### config.mk
export PLATFORM = sky130hd
export DESIGN_NAME = mrr_readout
export DESIGN_NICKNAME = d
export VERILOG_FILES = /design/src/design/mrr_field_hold.v /design/src/design/mrr_sticky_flag.v /design/src/design/mrr_readout.v
export VERILOG_INCLUDE_DIRS = /design/src /design/src/design
export SDC_FILE = /design/constraint.sdc
export NUM_CORES = 1
export LEC_CHECK = 0
export BUFFER_PORTS_ARGS = -buffer_cell sky130_fd_sc_hd__buf_2
export CAP_MARGIN = 20
export CORE_AREA = 2 2 105 107
export DETAILED_ROUTE_END_ITERATION = 10
export DIE_AREA = 0 0 107 109
export PLACE_DENSITY = 0.76
export SYNTH_ARGS = -nofsm -noshare
export SYNTH_HDL_FRONTEND = slang
export SYNTH_SLANG_ARGS = --single-unit
### constraint.sdc
create_clock -name CORE_CLK -period 10 [get_ports CORE_CLK]
set_clock_uncertainty 0.1 [all_clocks]
set_input_delay 0.5 -clock CORE_CLK [delete_from_list [all_inputs] [get_ports CORE_CLK]]
set_output_delay 0.5 -clock CORE_CLK [all_outputs]
set_load 0.02 [all_outputs]
### src/design/mrr_defines.vh
// register map, field layout and reset constants of the magnetometer result readout
`ifndef MRR_DEFINES_VH
`define MRR_DEFINES_VH

// ----------------------------------------------------------------
// register offsets
// ----------------------------------------------------------------
`define MRR_X_FIELD_LOW            8'h42
`define MRR_X_FIELD_HIGH           8'h43
`define MRR_Y_FIELD_LOW            8'h44
`define MRR_Y_FIELD_HIGH           8'h45
`define MRR_Z_FIELD_LOW            8'h46
`define MRR_Z_FIELD_HIGH           8'h47
`define MRR_RESISTANCE_LOW_READY   8'h48
`define MRR_RESISTANCE_HIGH        8'h49
`define MRR_INTERRUPT_FLAGS        8'h4A

// ----------------------------------------------------------------
// widths and field layout
// ----------------------------------------------------------------
`define MRR_ADDR_W                 8
`define MRR_DATA_W                 8
`define MRR_XY_W                   13
`define MRR_Z_W                    15
`define MRR_RES_W                  14
`define MRR_XY_LOW_BITS            5
`define MRR_Z_LOW_BITS             7
`define MRR_RES_LOW_BITS           6
`define MRR_FLAG_COUNT             8
`define MRR_FLAG_OVERRUN           7
`define MRR_FLAG_OVERFLOW          6
`define MRR_EVENT_W                7
`define MRR_XY_PAD                 2'h0
`define MRR_RES_PAD                1'h0

// ----------------------------------------------------------------
// reset values
// ----------------------------------------------------------------
`define MRR_SELFCHECK_RESET        1'h1
`define MRR_FLAG_RESET             1'h0
`define MRR_BYTE_ZERO              8'h00

`endif

### src/design/mrr_field_hold.v
// one measured result held for the host, with a read-coherent copy
`timescale 1ns/100ps
`include "mrr_defines.vh"

module mrr_field_hold #(
  parameter W = 13
) (
  input  wire         clk,
  input  wire         rst,
  input  wire         load,
  input  wire         force_zero,
  input  wire         freeze,
  input  wire [W-1:0] din,
  output wire [W-1:0] shown
);

  reg [W-1:0] live_reg;
  reg [W-1:0] live_next;
  reg [W-1:0] shown_reg;

  // ----------------------------------------------------------------
  // latest result: a disabled channel simply never loads, so it keeps
  // its last value; force_zero wins over a load for the resistance
  // ----------------------------------------------------------------
  always @* begin
    live_next = live_reg;
    if (force_zero) begin
      live_next = {W{1'b0}};
    end else if (load) begin
      live_next = din;
    end
  end

  always @(posedge clk or posedge rst) begin
    if (rst) begin
      live_reg <= {W{1'b0}};
    end else begin
      live_reg <= live_next;
    end
  end

  // ----------------------------------------------------------------
  // host copy: held while a burst runs so low and high halves match;
  // a result that lands mid-burst shows once the burst ends
  // ----------------------------------------------------------------
  always @(posedge clk or posedge rst) begin
    if (rst) begin
      shown_reg <= {W{1'b0}};
    end else if (!freeze) begin
      shown_reg <= live_reg;
    end
  end

  assign shown = shown_reg;

endmodule

### src/design/mrr_sticky_flag.v
// one status flag that hardware sets and a read clears, set winning
`timescale 1ns/100ps
`include "mrr_defines.vh"

module mrr_sticky_flag (
  input  wire clk,
  input  wire rst,
  input  wire set,
  input  wire clear,
  output wire flag
);

  reg flag_reg;
  reg flag_next;

  // ----------------------------------------------------------------
  // a set in the clearing cycle must not be lost, so set is tested last
  // ----------------------------------------------------------------
  always @* begin
    flag_next = flag_reg;
    if (clear) begin
      flag_next = 1'b0;
    end
    if (set) begin
      flag_next = 1'b1;
    end
  end

  always @(posedge clk or posedge rst) begin
    if (rst) begin
      flag_reg <= `MRR_FLAG_RESET;
    end else begin
      flag_reg <= flag_next;
    end
  end

  assign flag = flag_reg;

endmodule

### src/design/mrr_readout.v
// result and status register group of a three-axis magnetic sensor
`timescale 1ns/100ps
`include "mrr_defines.vh"

// What this block does
// RQ1: x field, 13 bits: bits 4..0 at low[7:3], 12..5 in high; low[2:1] zero.
// RQ2: x self-check result in low x register bit 0, one after reset.
// RQ3: y field, 13 bits: bits 4..0 at low[7:3], 12..5 in high; low[2:1] zero.
// RQ4: y self-check result in low y register bit 0, one after reset.
// RQ5: z field, 15 bits: bits 6..0 at low[7:1], 14..7 in high register.
// RQ6: z self-check result in low z register bit 0, one after reset.
// RQ7: resistance, 14 bits: bits 5..0 at low[7:2], 13..6 in high; low[1] zero.
// RQ8: new-result flag shown in bit 0 of the low resistance register.
// RQ9: interrupt flags register: overrun in bit 7, overflow in bit 6.
// RQ10: high-threshold flags: z bit 5, y bit 4, x bit 3.
// RQ11: low-threshold flags: z bit 2, y bit 1, x bit 0.
// RQ12: a disabled channel keeps its last field result unchanged.
// RQ13: z disabled stops resistance and forces its field bits to read zero; low[0] still shows the new-result flag.
// RQ14: host reads both halves in one burst; halves are latched coherently.
module mrr_readout (
  input  wire                      CORE_CLK,
  input  wire                      RST,
  input  wire                      RD_EN,
  input  wire [`MRR_ADDR_W-1:0]    RD_ADDR,
  input  wire                      RD_BURST,
  output wire [`MRR_DATA_W-1:0]    RD_DATA,
  output wire                      RD_VALID,
  input  wire                      MEAS_VALID,
  input  wire [`MRR_XY_W-1:0]      MEAS_X,
  input  wire [`MRR_XY_W-1:0]      MEAS_Y,
  input  wire [`MRR_Z_W-1:0]       MEAS_Z,
  input  wire [`MRR_RES_W-1:0]     MEAS_RES,
  input  wire                      CHAN_X_EN,
  input  wire                      CHAN_Y_EN,
  input  wire                      CHAN_Z_EN,
  input  wire                      SELFCHECK_VALID,
  input  wire                      SELFCHECK_X,
  input  wire                      SELFCHECK_Y,
  input  wire                      SELFCHECK_Z,
  input  wire                      OVERRUN_EN,
  input  wire [`MRR_EVENT_W-1:0]   FLAG_EVENTS,
  output wire                      NEW_RESULT
);

  // ----------------------------------------------------------------
  // address decode helper
  // ----------------------------------------------------------------
  function hit;
    input                   en;
    input [`MRR_ADDR_W-1:0] addr;
    input [`MRR_ADDR_W-1:0] target;
    begin
      hit = en && (addr == target);
    end
  endfunction

  wire [`MRR_XY_W-1:0]  x_field;
  wire [`MRR_XY_W-1:0]  y_field;
  wire [`MRR_Z_W-1:0]   z_field;
  wire [`MRR_RES_W-1:0] res_field;
  wire [`MRR_FLAG_COUNT-1:0] flags;
  wire                  new_result_flag;
  wire                  read_flags;
  wire                  read_res_high;
  wire                  overrun_set;
  wire [`MRR_FLAG_COUNT-1:0] flag_set;

  reg                   x_selfcheck_result_reg;
  reg                   y_selfcheck_result_reg;
  reg                   z_selfcheck_result_reg;
  reg [`MRR_DATA_W-1:0] rd_data_reg;
  reg [`MRR_DATA_W-1:0] rd_data_next;
  reg                   rd_valid_reg;
  reg [`MRR_DATA_W-1:0] x_field_low_bits;
  reg [`MRR_DATA_W-1:0] x_field_high_bits;
  reg [`MRR_DATA_W-1:0] y_field_low_bits;
  reg [`MRR_DATA_W-1:0] y_field_high_bits;
  reg [`MRR_DATA_W-1:0] z_field_low_bits;
  reg [`MRR_DATA_W-1:0] z_field_high_bits;
  reg [`MRR_DATA_W-1:0] resistance_low_bits;
  reg [`MRR_DATA_W-1:0] resistance_high_bits;

  // ----------------------------------------------------------------
  // field holders: each axis loads only while its channel is enabled
  // ----------------------------------------------------------------
  mrr_field_hold #(
    .W          (`MRR_XY_W)
  ) u_x_hold (
    .clk        (CORE_CLK),
    .rst        (RST),
    .load       (MEAS_VALID && CHAN_X_EN),  // [RQ12]
    .force_zero (1'b0),
    .freeze     (RD_BURST),                 // [RQ14]
    .din        (MEAS_X),
    .shown      (x_field)
  );

  mrr_field_hold #(
    .W          (`MRR_XY_W)
  ) u_y_hold (
    .clk        (CORE_CLK),
    .rst        (RST),
    .load       (MEAS_VALID && CHAN_Y_EN),  // [RQ12]
    .force_zero (1'b0),
    .freeze     (RD_BURST),                 // [RQ14]
    .din        (MEAS_Y),
    .shown      (y_field)
  );

  mrr_field_hold #(
    .W          (`MRR_Z_W)
  ) u_z_hold (
    .clk        (CORE_CLK),
    .rst        (RST),
    .load       (MEAS_VALID && CHAN_Z_EN),  // [RQ12]
    .force_zero (1'b0),
    .freeze     (RD_BURST),                 // [RQ14]
    .din        (MEAS_Z),
    .shown      (z_field)
  );

  // the resistance is measured with z, so it dies with the z channel
  mrr_field_hold #(
    .W          (`MRR_RES_W)
  ) u_res_hold (
    .clk        (CORE_CLK),
    .rst        (RST),
    .load       (MEAS_VALID),
    .force_zero (!CHAN_Z_EN),               // [RQ13]
    .freeze     (RD_BURST),                 // [RQ14]
    .din        (MEAS_RES),
    .shown      (res_field)
  );

  // ----------------------------------------------------------------
  // self-check results: they read one until a self-check reports
  // ----------------------------------------------------------------
  always @(posedge CORE_CLK or posedge RST) begin
    if (RST) begin
      x_selfcheck_result_reg <= `MRR_SELFCHECK_RESET;  // [RQ2]
      y_selfcheck_result_reg <= `MRR_SELFCHECK_RESET;  // [RQ4]
      z_selfcheck_result_reg <= `MRR_SELFCHECK_RESET;  // [RQ6]
    end else if (SELFCHECK_VALID) begin
      x_selfcheck_result_reg <= SELFCHECK_X;
      y_selfcheck_result_reg <= SELFCHECK_Y;
      z_selfcheck_result_reg <= SELFCHECK_Z;
    end
  end

  // ----------------------------------------------------------------
  // status flags
  // ----------------------------------------------------------------
  assign read_flags    = hit(RD_EN, RD_ADDR, `MRR_INTERRUPT_FLAGS);
  assign read_res_high = hit(RD_EN, RD_ADDR, `MRR_RESISTANCE_HIGH);

  // a fresh result while the last one is still unread is an overrun
  assign overrun_set = MEAS_VALID && new_result_flag && OVERRUN_EN;

  // overrun is built here; the threshold and overflow events come in
  assign flag_set = {overrun_set, FLAG_EVENTS};  // [RQ9] [RQ10] [RQ11]

  // new result: set by each measurement, cleared by any read of the high
  // resistance byte, such as the one that ends the low-high burst
  mrr_sticky_flag u_new_result (
    .clk   (CORE_CLK),
    .rst   (RST),
    .set   (MEAS_VALID),
    .clear (read_res_high),
    .flag  (new_result_flag)
  );

  // interrupt flags are sticky and cleared by reading their register
  genvar gi;
  generate
    for (gi = 0; gi < `MRR_FLAG_COUNT; gi = gi + 1) begin : g_flag
      mrr_sticky_flag u_flag (
        .clk   (CORE_CLK),
        .rst   (RST),
        .set   (flag_set[gi]),
        .clear (read_flags),
        .flag  (flags[gi])
      );
    end
  endgenerate

  // ----------------------------------------------------------------
  // byte packing of each result
  // ----------------------------------------------------------------
  always @* begin
    x_field_low_bits     = {x_field[`MRR_XY_LOW_BITS-1:0], `MRR_XY_PAD,
                            x_selfcheck_result_reg};                   // [RQ1] [RQ2]
    x_field_high_bits    = x_field[`MRR_XY_W-1:`MRR_XY_LOW_BITS];      // [RQ1]
    y_field_low_bits     = {y_field[`MRR_XY_LOW_BITS-1:0], `MRR_XY_PAD,
                            y_selfcheck_result_reg};                   // [RQ3] [RQ4]
    y_field_high_bits    = y_field[`MRR_XY_W-1:`MRR_XY_LOW_BITS];      // [RQ3]
    z_field_low_bits     = {z_field[`MRR_Z_LOW_BITS-1:0],
                            z_selfcheck_result_reg};                   // [RQ5] [RQ6]
    z_field_high_bits    = z_field[`MRR_Z_W-1:`MRR_Z_LOW_BITS];        // [RQ5]
    resistance_low_bits  = {res_field[`MRR_RES_LOW_BITS-1:0], `MRR_RES_PAD,
                            new_result_flag};                          // [RQ7] [RQ8]
    resistance_high_bits = res_field[`MRR_RES_W-1:`MRR_RES_LOW_BITS];  // [RQ7]
  end

  // ----------------------------------------------------------------
  // read port: data one cycle after the request, zero when unmapped
  // ----------------------------------------------------------------
  always @* begin
    case (RD_ADDR)
      `MRR_X_FIELD_LOW:          rd_data_next = x_field_low_bits;
      `MRR_X_FIELD_HIGH:         rd_data_next = x_field_high_bits;
      `MRR_Y_FIELD_LOW:          rd_data_next = y_field_low_bits;
      `MRR_Y_FIELD_HIGH:         rd_data_next = y_field_high_bits;
      `MRR_Z_FIELD_LOW:          rd_data_next = z_field_low_bits;
      `MRR_Z_FIELD_HIGH:         rd_data_next = z_field_high_bits;
      `MRR_RESISTANCE_LOW_READY: rd_data_next = resistance_low_bits;
      `MRR_RESISTANCE_HIGH:      rd_data_next = resistance_high_bits;
      `MRR_INTERRUPT_FLAGS:      rd_data_next = flags;  // [RQ9] [RQ10] [RQ11]
      default:                   rd_data_next = `MRR_BYTE_ZERO;
    endcase
  end

  // data stays until the next read so a slow host may sample it late
  always @(posedge CORE_CLK or posedge RST) begin
    if (RST) begin
      rd_data_reg  <= `MRR_BYTE_ZERO;
      rd_valid_reg <= 1'b0;
    end else begin
      rd_valid_reg <= RD_EN;
      if (RD_EN) begin
        rd_data_reg <= rd_data_next;
      end
    end
  end

  assign RD_DATA    = rd_data_reg;
  assign RD_VALID   = rd_valid_reg;
  assign NEW_RESULT = new_result_flag;

endmodule

==> reports/summary.txt, run 1 <==
outcome - finished clean
Mapped Cells - 393
area of the mapped netlist - 5640 um2
proportion of power drawn by combinational gates - 11.1%
Site Rows - 38
routed wire length - 11500 um
CP Data Required Time - 10.27 ns
Setup violations, final - 0
WL met2 - 5420 um
Post-Place Cells - 606
GRT Util Overall - 21.5%
clock sink count - 131
register bit count reported by yosys - 131
ratio of cells with drive above 1 in the final layout - 47.6%
CP Launch Type - primary input
Die Ht - 109 um
Sw Ratio - 24.3%
max_slew headroom - 49.5%
total power - 1360 uW
first-pass GRT wire length - 18700 um
die width - 107 um
Lkg Pwr - 0.00307 uW
number of global-route vias before repair - 3687
HP Class - primary input to flip-flop
initial core utilization - 53.2%
Distinct cells, synth - 43
DPL Wire Length - 8020 um
Top Family by Delay on Critical Path - compound AO/OA/AOI/OAI gates
Multi-input gate area - 2160 um2
H-tree depth - 4
DRC viols - 0
number of top-level pins - 93
CTS tree - built
area grow syn2layout - 19.6%
min Tclk post-route - 1.81 ns
Routed Antenna Nets - 0
ys flop type - dfrtp_1
Layout Nets - 570
Wirelength per Cell - 18.0 um
Worst Max-Slew Pin Slew - 0.758 ns
Pre-antenna DRT Iters - 4
metal1 wirelength - 5050 um
sum of negative setup slack - 0 ns
largest net degree at the start of global routing - 84
Power Density - 202 nW/um2
final number of hold-violating endpoints - 0
antenna cells - 0
DR top layer - met4
Post-synth EDFFs - 0
Power Internal - 1030 uW
Fill cells - 782
sw power - 331 uW
sequence of cells on the critical path - buf_2 -> mux2i_1 -> o22ai_1 -> a221oi_1 -> o22ai_1
Period Utilization, post-route - 18.1%
async set-reset flop share out of synthesis - 100%
slowest stage cell, crit path - buf_2
maxcap violations - 0
maximum buffer depth of the clock tree - 2
CP Data Arrival Time - 2.08 ns
Seq pwr share - 46.9%
Final GP Congestion - 0.864
Max stage delay on crit path - 0.58 ns
r2r setup slk - 8.48 ns
CTS buffer count - 17
Worst Path Buf+Inv - 1
most frequent cells in the layout - dfrtp_1 (128), mux2_2 (99), buf_2 (92)
Clock Latency Late Sink - 0.53 ns
worst vdd ir - 0.0891 mV
drt via density - 5.49
Post-CTS Setup Repair Bufs - 0
commonest non-fill, non-tap cell in the layout - dfrtp_1
die area - 11700 um2
Slew Limit Fails - 0
sequential cell area fraction in the yosys report - 58.2%
final global-route overflow total - 0
Reg area - 3280 um2
Synth warnings - 0
antenna violations before repair - 0
Port Buffers - 92
RSZ-0062 raised after global routing - false
Setup Crit Path Kind - primary input to flip-flop
CTS clk-pin slew, worst paths - 0.06 ns
Top cell by count, worst path - o22ai_1
1st-iter DRT viols - 198
CP Capture Type - flip-flop
fin cells - 640
syn avg cell area - 14.3 um2
Peak Freq - 0.552 GHz
Worst Path Max Fanout - 31
WL met3 - 772 um
via count - 3514
core region area - 10600 um2
clock network power share - 42.1%
Clock Root Buffer - clkbuf_8
Synthesized Nets - 476
## power groups by stage
stage | Sequential (uW) | Clock, uW | Combinational (uW)
3_5_place_dp | 648 | 0 | 150
6_report | 639 | 573 | 151
2_1_floorplan | 629 | 0 | 115
4_1_cts | 639 | 582 | 152
3_3_place_gp | 647 | 0 | 143
5_1_grt | 647 | 611 | 167
## worst register-to-register path, cell delays in order (launching register included)
cell and delay, ns:
dfrtp_1 0.38, mux2i_1 0.26, o22ai_1 0.18, a221oi_1 0.30
o22ai_1 0.12
## repair_timing
| item | CTS | global route |
|---|---|---|
| resized for setup | 0 | 0 |
| endpoints found under the hold margin | 45 | 0 |
| hold buffers | 1 | 0 |
| setup endpoints to repair | 0 | 0 |
## metrics by stage
stage / hold WS (ns) / utilization [%] / cell area (um2) / worst slack (ns)
final: 0.0498 / 63.6 / 6740 / 8.19
after global routing: 0.0298 / 63.6 / 6740 / 8.15
after CTS: 0.0323 / 63.3 / 6720 / 7.81
after detailed placement: 0.370 / 57.9 / 6140 / 7.72
after global placement: 0.360 / 57.9 / 6140 / 7.84
after floorplan: 0.349 / - / 5640 / 5.91
## cell usage after synthesis (2+ instances only)
library cell | n | area share [%]
o22ai_1 | 13 | 1.4
mux2i_1 | 39 | 6.9
dfrtp_1 | 128 | 57
a21o_1 | 9 | 1.2
nand2b_1 | 3 | 0.33
buf_2 | 12 | 1.1
mux2_2 | 99 | 20
o32ai_1 | 5 | 0.78
nor2_1 | 2 | 0.13
nor2b_1 | 17 | 1.9
buf_4 | 3 | 0.40
buf_6 | 3 | 0.60
dfstp_2 | 3 | 1.4
o21ai_1 | 3 | 0.27
a211oi_1 | 3 | 0.40
nand3b_1 | 4 | 0.53
inv_1 | 12 | 0.80
o2bb2ai_1 | 3 | 0.47
a221oi_1 | 3 | 0.47
nand2_1 | 6 | 0.40
## cells by family (layout without fill, tap and decap cells)
family | Yosys count | in the layout | synth area share, %
flops | 131 | 131 | 58.2
compound gates | 45 | 45 | 6.04
mux | 138 | 138 | 26.7
buf+inv | 34 | 141 | 3.51
simple gates | 45 | 45 | 5.55
## final timing paths
kind                                       start                     to  depth (start not counted)
setup / recovery                      RD_ADDR[0]             RD_DATA[3]                          5
hold / removal                    FLAG_EVENTS[4]  g_flag[4].u_flag.flag                          2
setup reg to reg             u_res_hold.shown[9]             RD_DATA[3]                          4
hold reg to reg            g_flag[0].u_flag.flag  g_flag[0].u_flag.flag                          1
max in group asynchronous                    RST  u_z_hold.live_reg[10]                          5
min in group asynchronous                    RST      u_y_hold.shown[9]                          3
## per-layer routing
layer / global-route usage, % / vias to the layer above
met1: 28.5 / 1751
met3: 7.05 / 18
li1: - / 1611
met4: 8.26 / 0
met2: 33.3 / 134
met5: 0 / -
## final cells by class
cell class                 count  share of cell area, %
multi-input combinational    228                   32.0
tap                          140                   2.60
clock inverter                12                   1.60
clock buffer                  20                   6.75
sequential                   131                   48.7
inverter                      13                  0.761
timing repair buffer          96                   7.61
(Power assumes the default switching activity.)
==> run 2: changes to the inputs <==
- clock period: 10 -> 1.9 ns (I/O delays scaled with it)
==> run 2 against run 1 <==
Compared with the run above: critical path depth up 1; die area unchanged; largest power group unchanged; largest cell class unchanged; critical endpoint is now g_flag[7].u_flag.flag; sequential share of layout area is 5.6 points lower; power grew to 5.4 times the previous value.
==> reports/summary.txt, run 2 (same netlist as run 1, synthesis figures left out) <==
final global-route overflow total - 0
final number of hold-violating endpoints - 0
antenna violations before repair - 0
outcome - finished clean
Layout Nets - 660
commonest non-fill, non-tap cell in the layout - dfrtp_1
fin cells - 727
WL met3 - 697 um
proportion of power drawn by combinational gates - 13.1%
HP Class - primary input to flip-flop
largest net degree at the start of global routing - 56
routed wire length - 12800 um
Seq pwr share - 46.1%
sw power - 1690 uW
hold depth - 4
DR top layer - met4
CTS tree - built
Slew Limit Fails - 0
Port Buffers - 92
metal1 wirelength - 5620 um
RSZ-0062 raised after global routing - false
1st-iter DRT viols - 164
min Tclk post-route - 1.77 ns
drt via density - 5.20
CP Data Arrival Time - 2.08 ns
clock sink count - 131
Wirelength per Cell - 17.6 um
die area - 11700 um2
Sw Ratio - 23.2%
GRT Util Overall - 23.9%
Clock Root Buffer - clkbuf_8
Worst Path Max Fanout - 10
antenna cells - 0
sum of negative setup slack - 0 ns
Post-CTS Setup Repair Bufs - 0
WL met2 - 6320 um
Pre-antenna DRT Iters - 4
core region area - 10600 um2
CTS buffer count - 17
Period Utilization, post-route - 92.9%
ratio of cells with drive above 1 in the final layout - 39.5%
worst vdd ir - 0.660 mV
number of top-level pins - 93
max_slew headroom - 48.5%
maximum buffer depth of the clock tree - 2
Routed Antenna Nets - 0
clock network power share - 40.8%
Power Density - 957 nW/um2
reg2reg path depth - 2
r2r setup slk - 0.46 ns
Die Ht - 109 um
initial core utilization - 53.2%
H-tree depth - 4
Finished Core Util - 71.9%
WHS Endpoint - RD_DATA[5]
Critical path origin - RD_EN
DPL Wire Length - 8040 um
hold_sp - RD_ADDR[1]
CP Data Required Time - 2.21 ns
area grow syn2layout - 35.2%
Lkg Pwr - 0.00346 uW
Setup Crit Path Kind - primary input to flip-flop
Final GP Congestion - 0.863
CP Capture Type - flip-flop
most frequent cells in the layout - dfrtp_1 (128), mux2_2 (99), buf_2 (92)
Setup violations, final - 0
Post-Place Cells - 609
Site Rows - 38
number of global-route vias before repair - 4026
via count - 3780
die width - 107 um
DRC viols - 0
R2R Path End - g_flag[7].u_flag.flag
Power Internal - 5600 uW
Clock Latency Late Sink - 0.53 ns
first-pass GRT wire length - 20500 um
worst r2r src - u_new_result.flag
CP Launch Type - primary input
Worst Max-Slew Pin Slew - 0.772 ns
Peak Freq - 0.566 GHz
CTS clk-pin slew, worst paths - 0.06 ns
maxcap violations - 0
## run 2: layer usage
| metal | global-route usage, % | up-vias |
|---|---|---|
| li1 | - | 1789 |
| met1 | 31.5 | 1866 |
| met2 | 38.8 | 110 |
| met3 | 7.41 | 15 |
| met4 | 6.86 | 0 |
| met5 | 0 | - |
## run 2: critical path, cell delays in order
cell and delay (ns):
dlygate4sd3_1 0.51, buf_2 0.23, and2_4 0.21, nand3_2 0.20, a32o_1 0.27, dlygate4sd3_1 0.55
## run 2: worst max-delay path by stage
stage | to | cells after the start
after global routing | g_flag[7].u_flag.flag | 6
after floorplan | RD_DATA[0] | 1
after global placement | RD_DATA[4] | 5
final | g_flag[7].u_flag.flag | 6
after detailed placement | RD_DATA[4] | 5
after CTS | g_flag[7].u_flag.flag | 6
## run 2: final cells by class
| type | count | area [um2] |
|---|---|---|
| sequential | 131 | 3280 |
| fill | 704 | 2980 |
| inverter | 13 | 52.6 |
| tap | 140 | 175 |
| multi-input combinational | 228 | 2160 |
| clock buffer | 23 | 447 |
| clock inverter | 6 | 82.6 |
| timing repair buffer | 186 | 1430 |
## run 2: per-stage QoR
stage / hold WS, ns / instance area (um2) / worst slack, ns / total power [uW]
after detailed placement: 0.0509 / 6200 / 0.0657 / 4220
after CTS: 0.00663 / 7620 / 0.179 / 7330
after global routing: 0.0621 / 7620 / 0.0945 / 7610
after floorplan: 0.0264 / 5640 / 0.0842 / 3920
final: 0.0370 / 7620 / 0.134 / 7290
after global placement: 0.0389 / 6200 / 0.0589 / 4170
## run 2: repair_timing
item	in CTS	in global routing
gates resized for setup	0	0
hold buffers	89	0
hold endpoints to repair	204	0
## run 2: power by group through the flow
stage               Combinational [uW]  Sequential, uW  Clock [uW]
floorplan                          606            3310           0
global placement                   777            3400           0
detailed placement                 810            3410           0
CTS                                955            3360        3010
global route                      1050            3400        3160
finish                             957            3360        2970
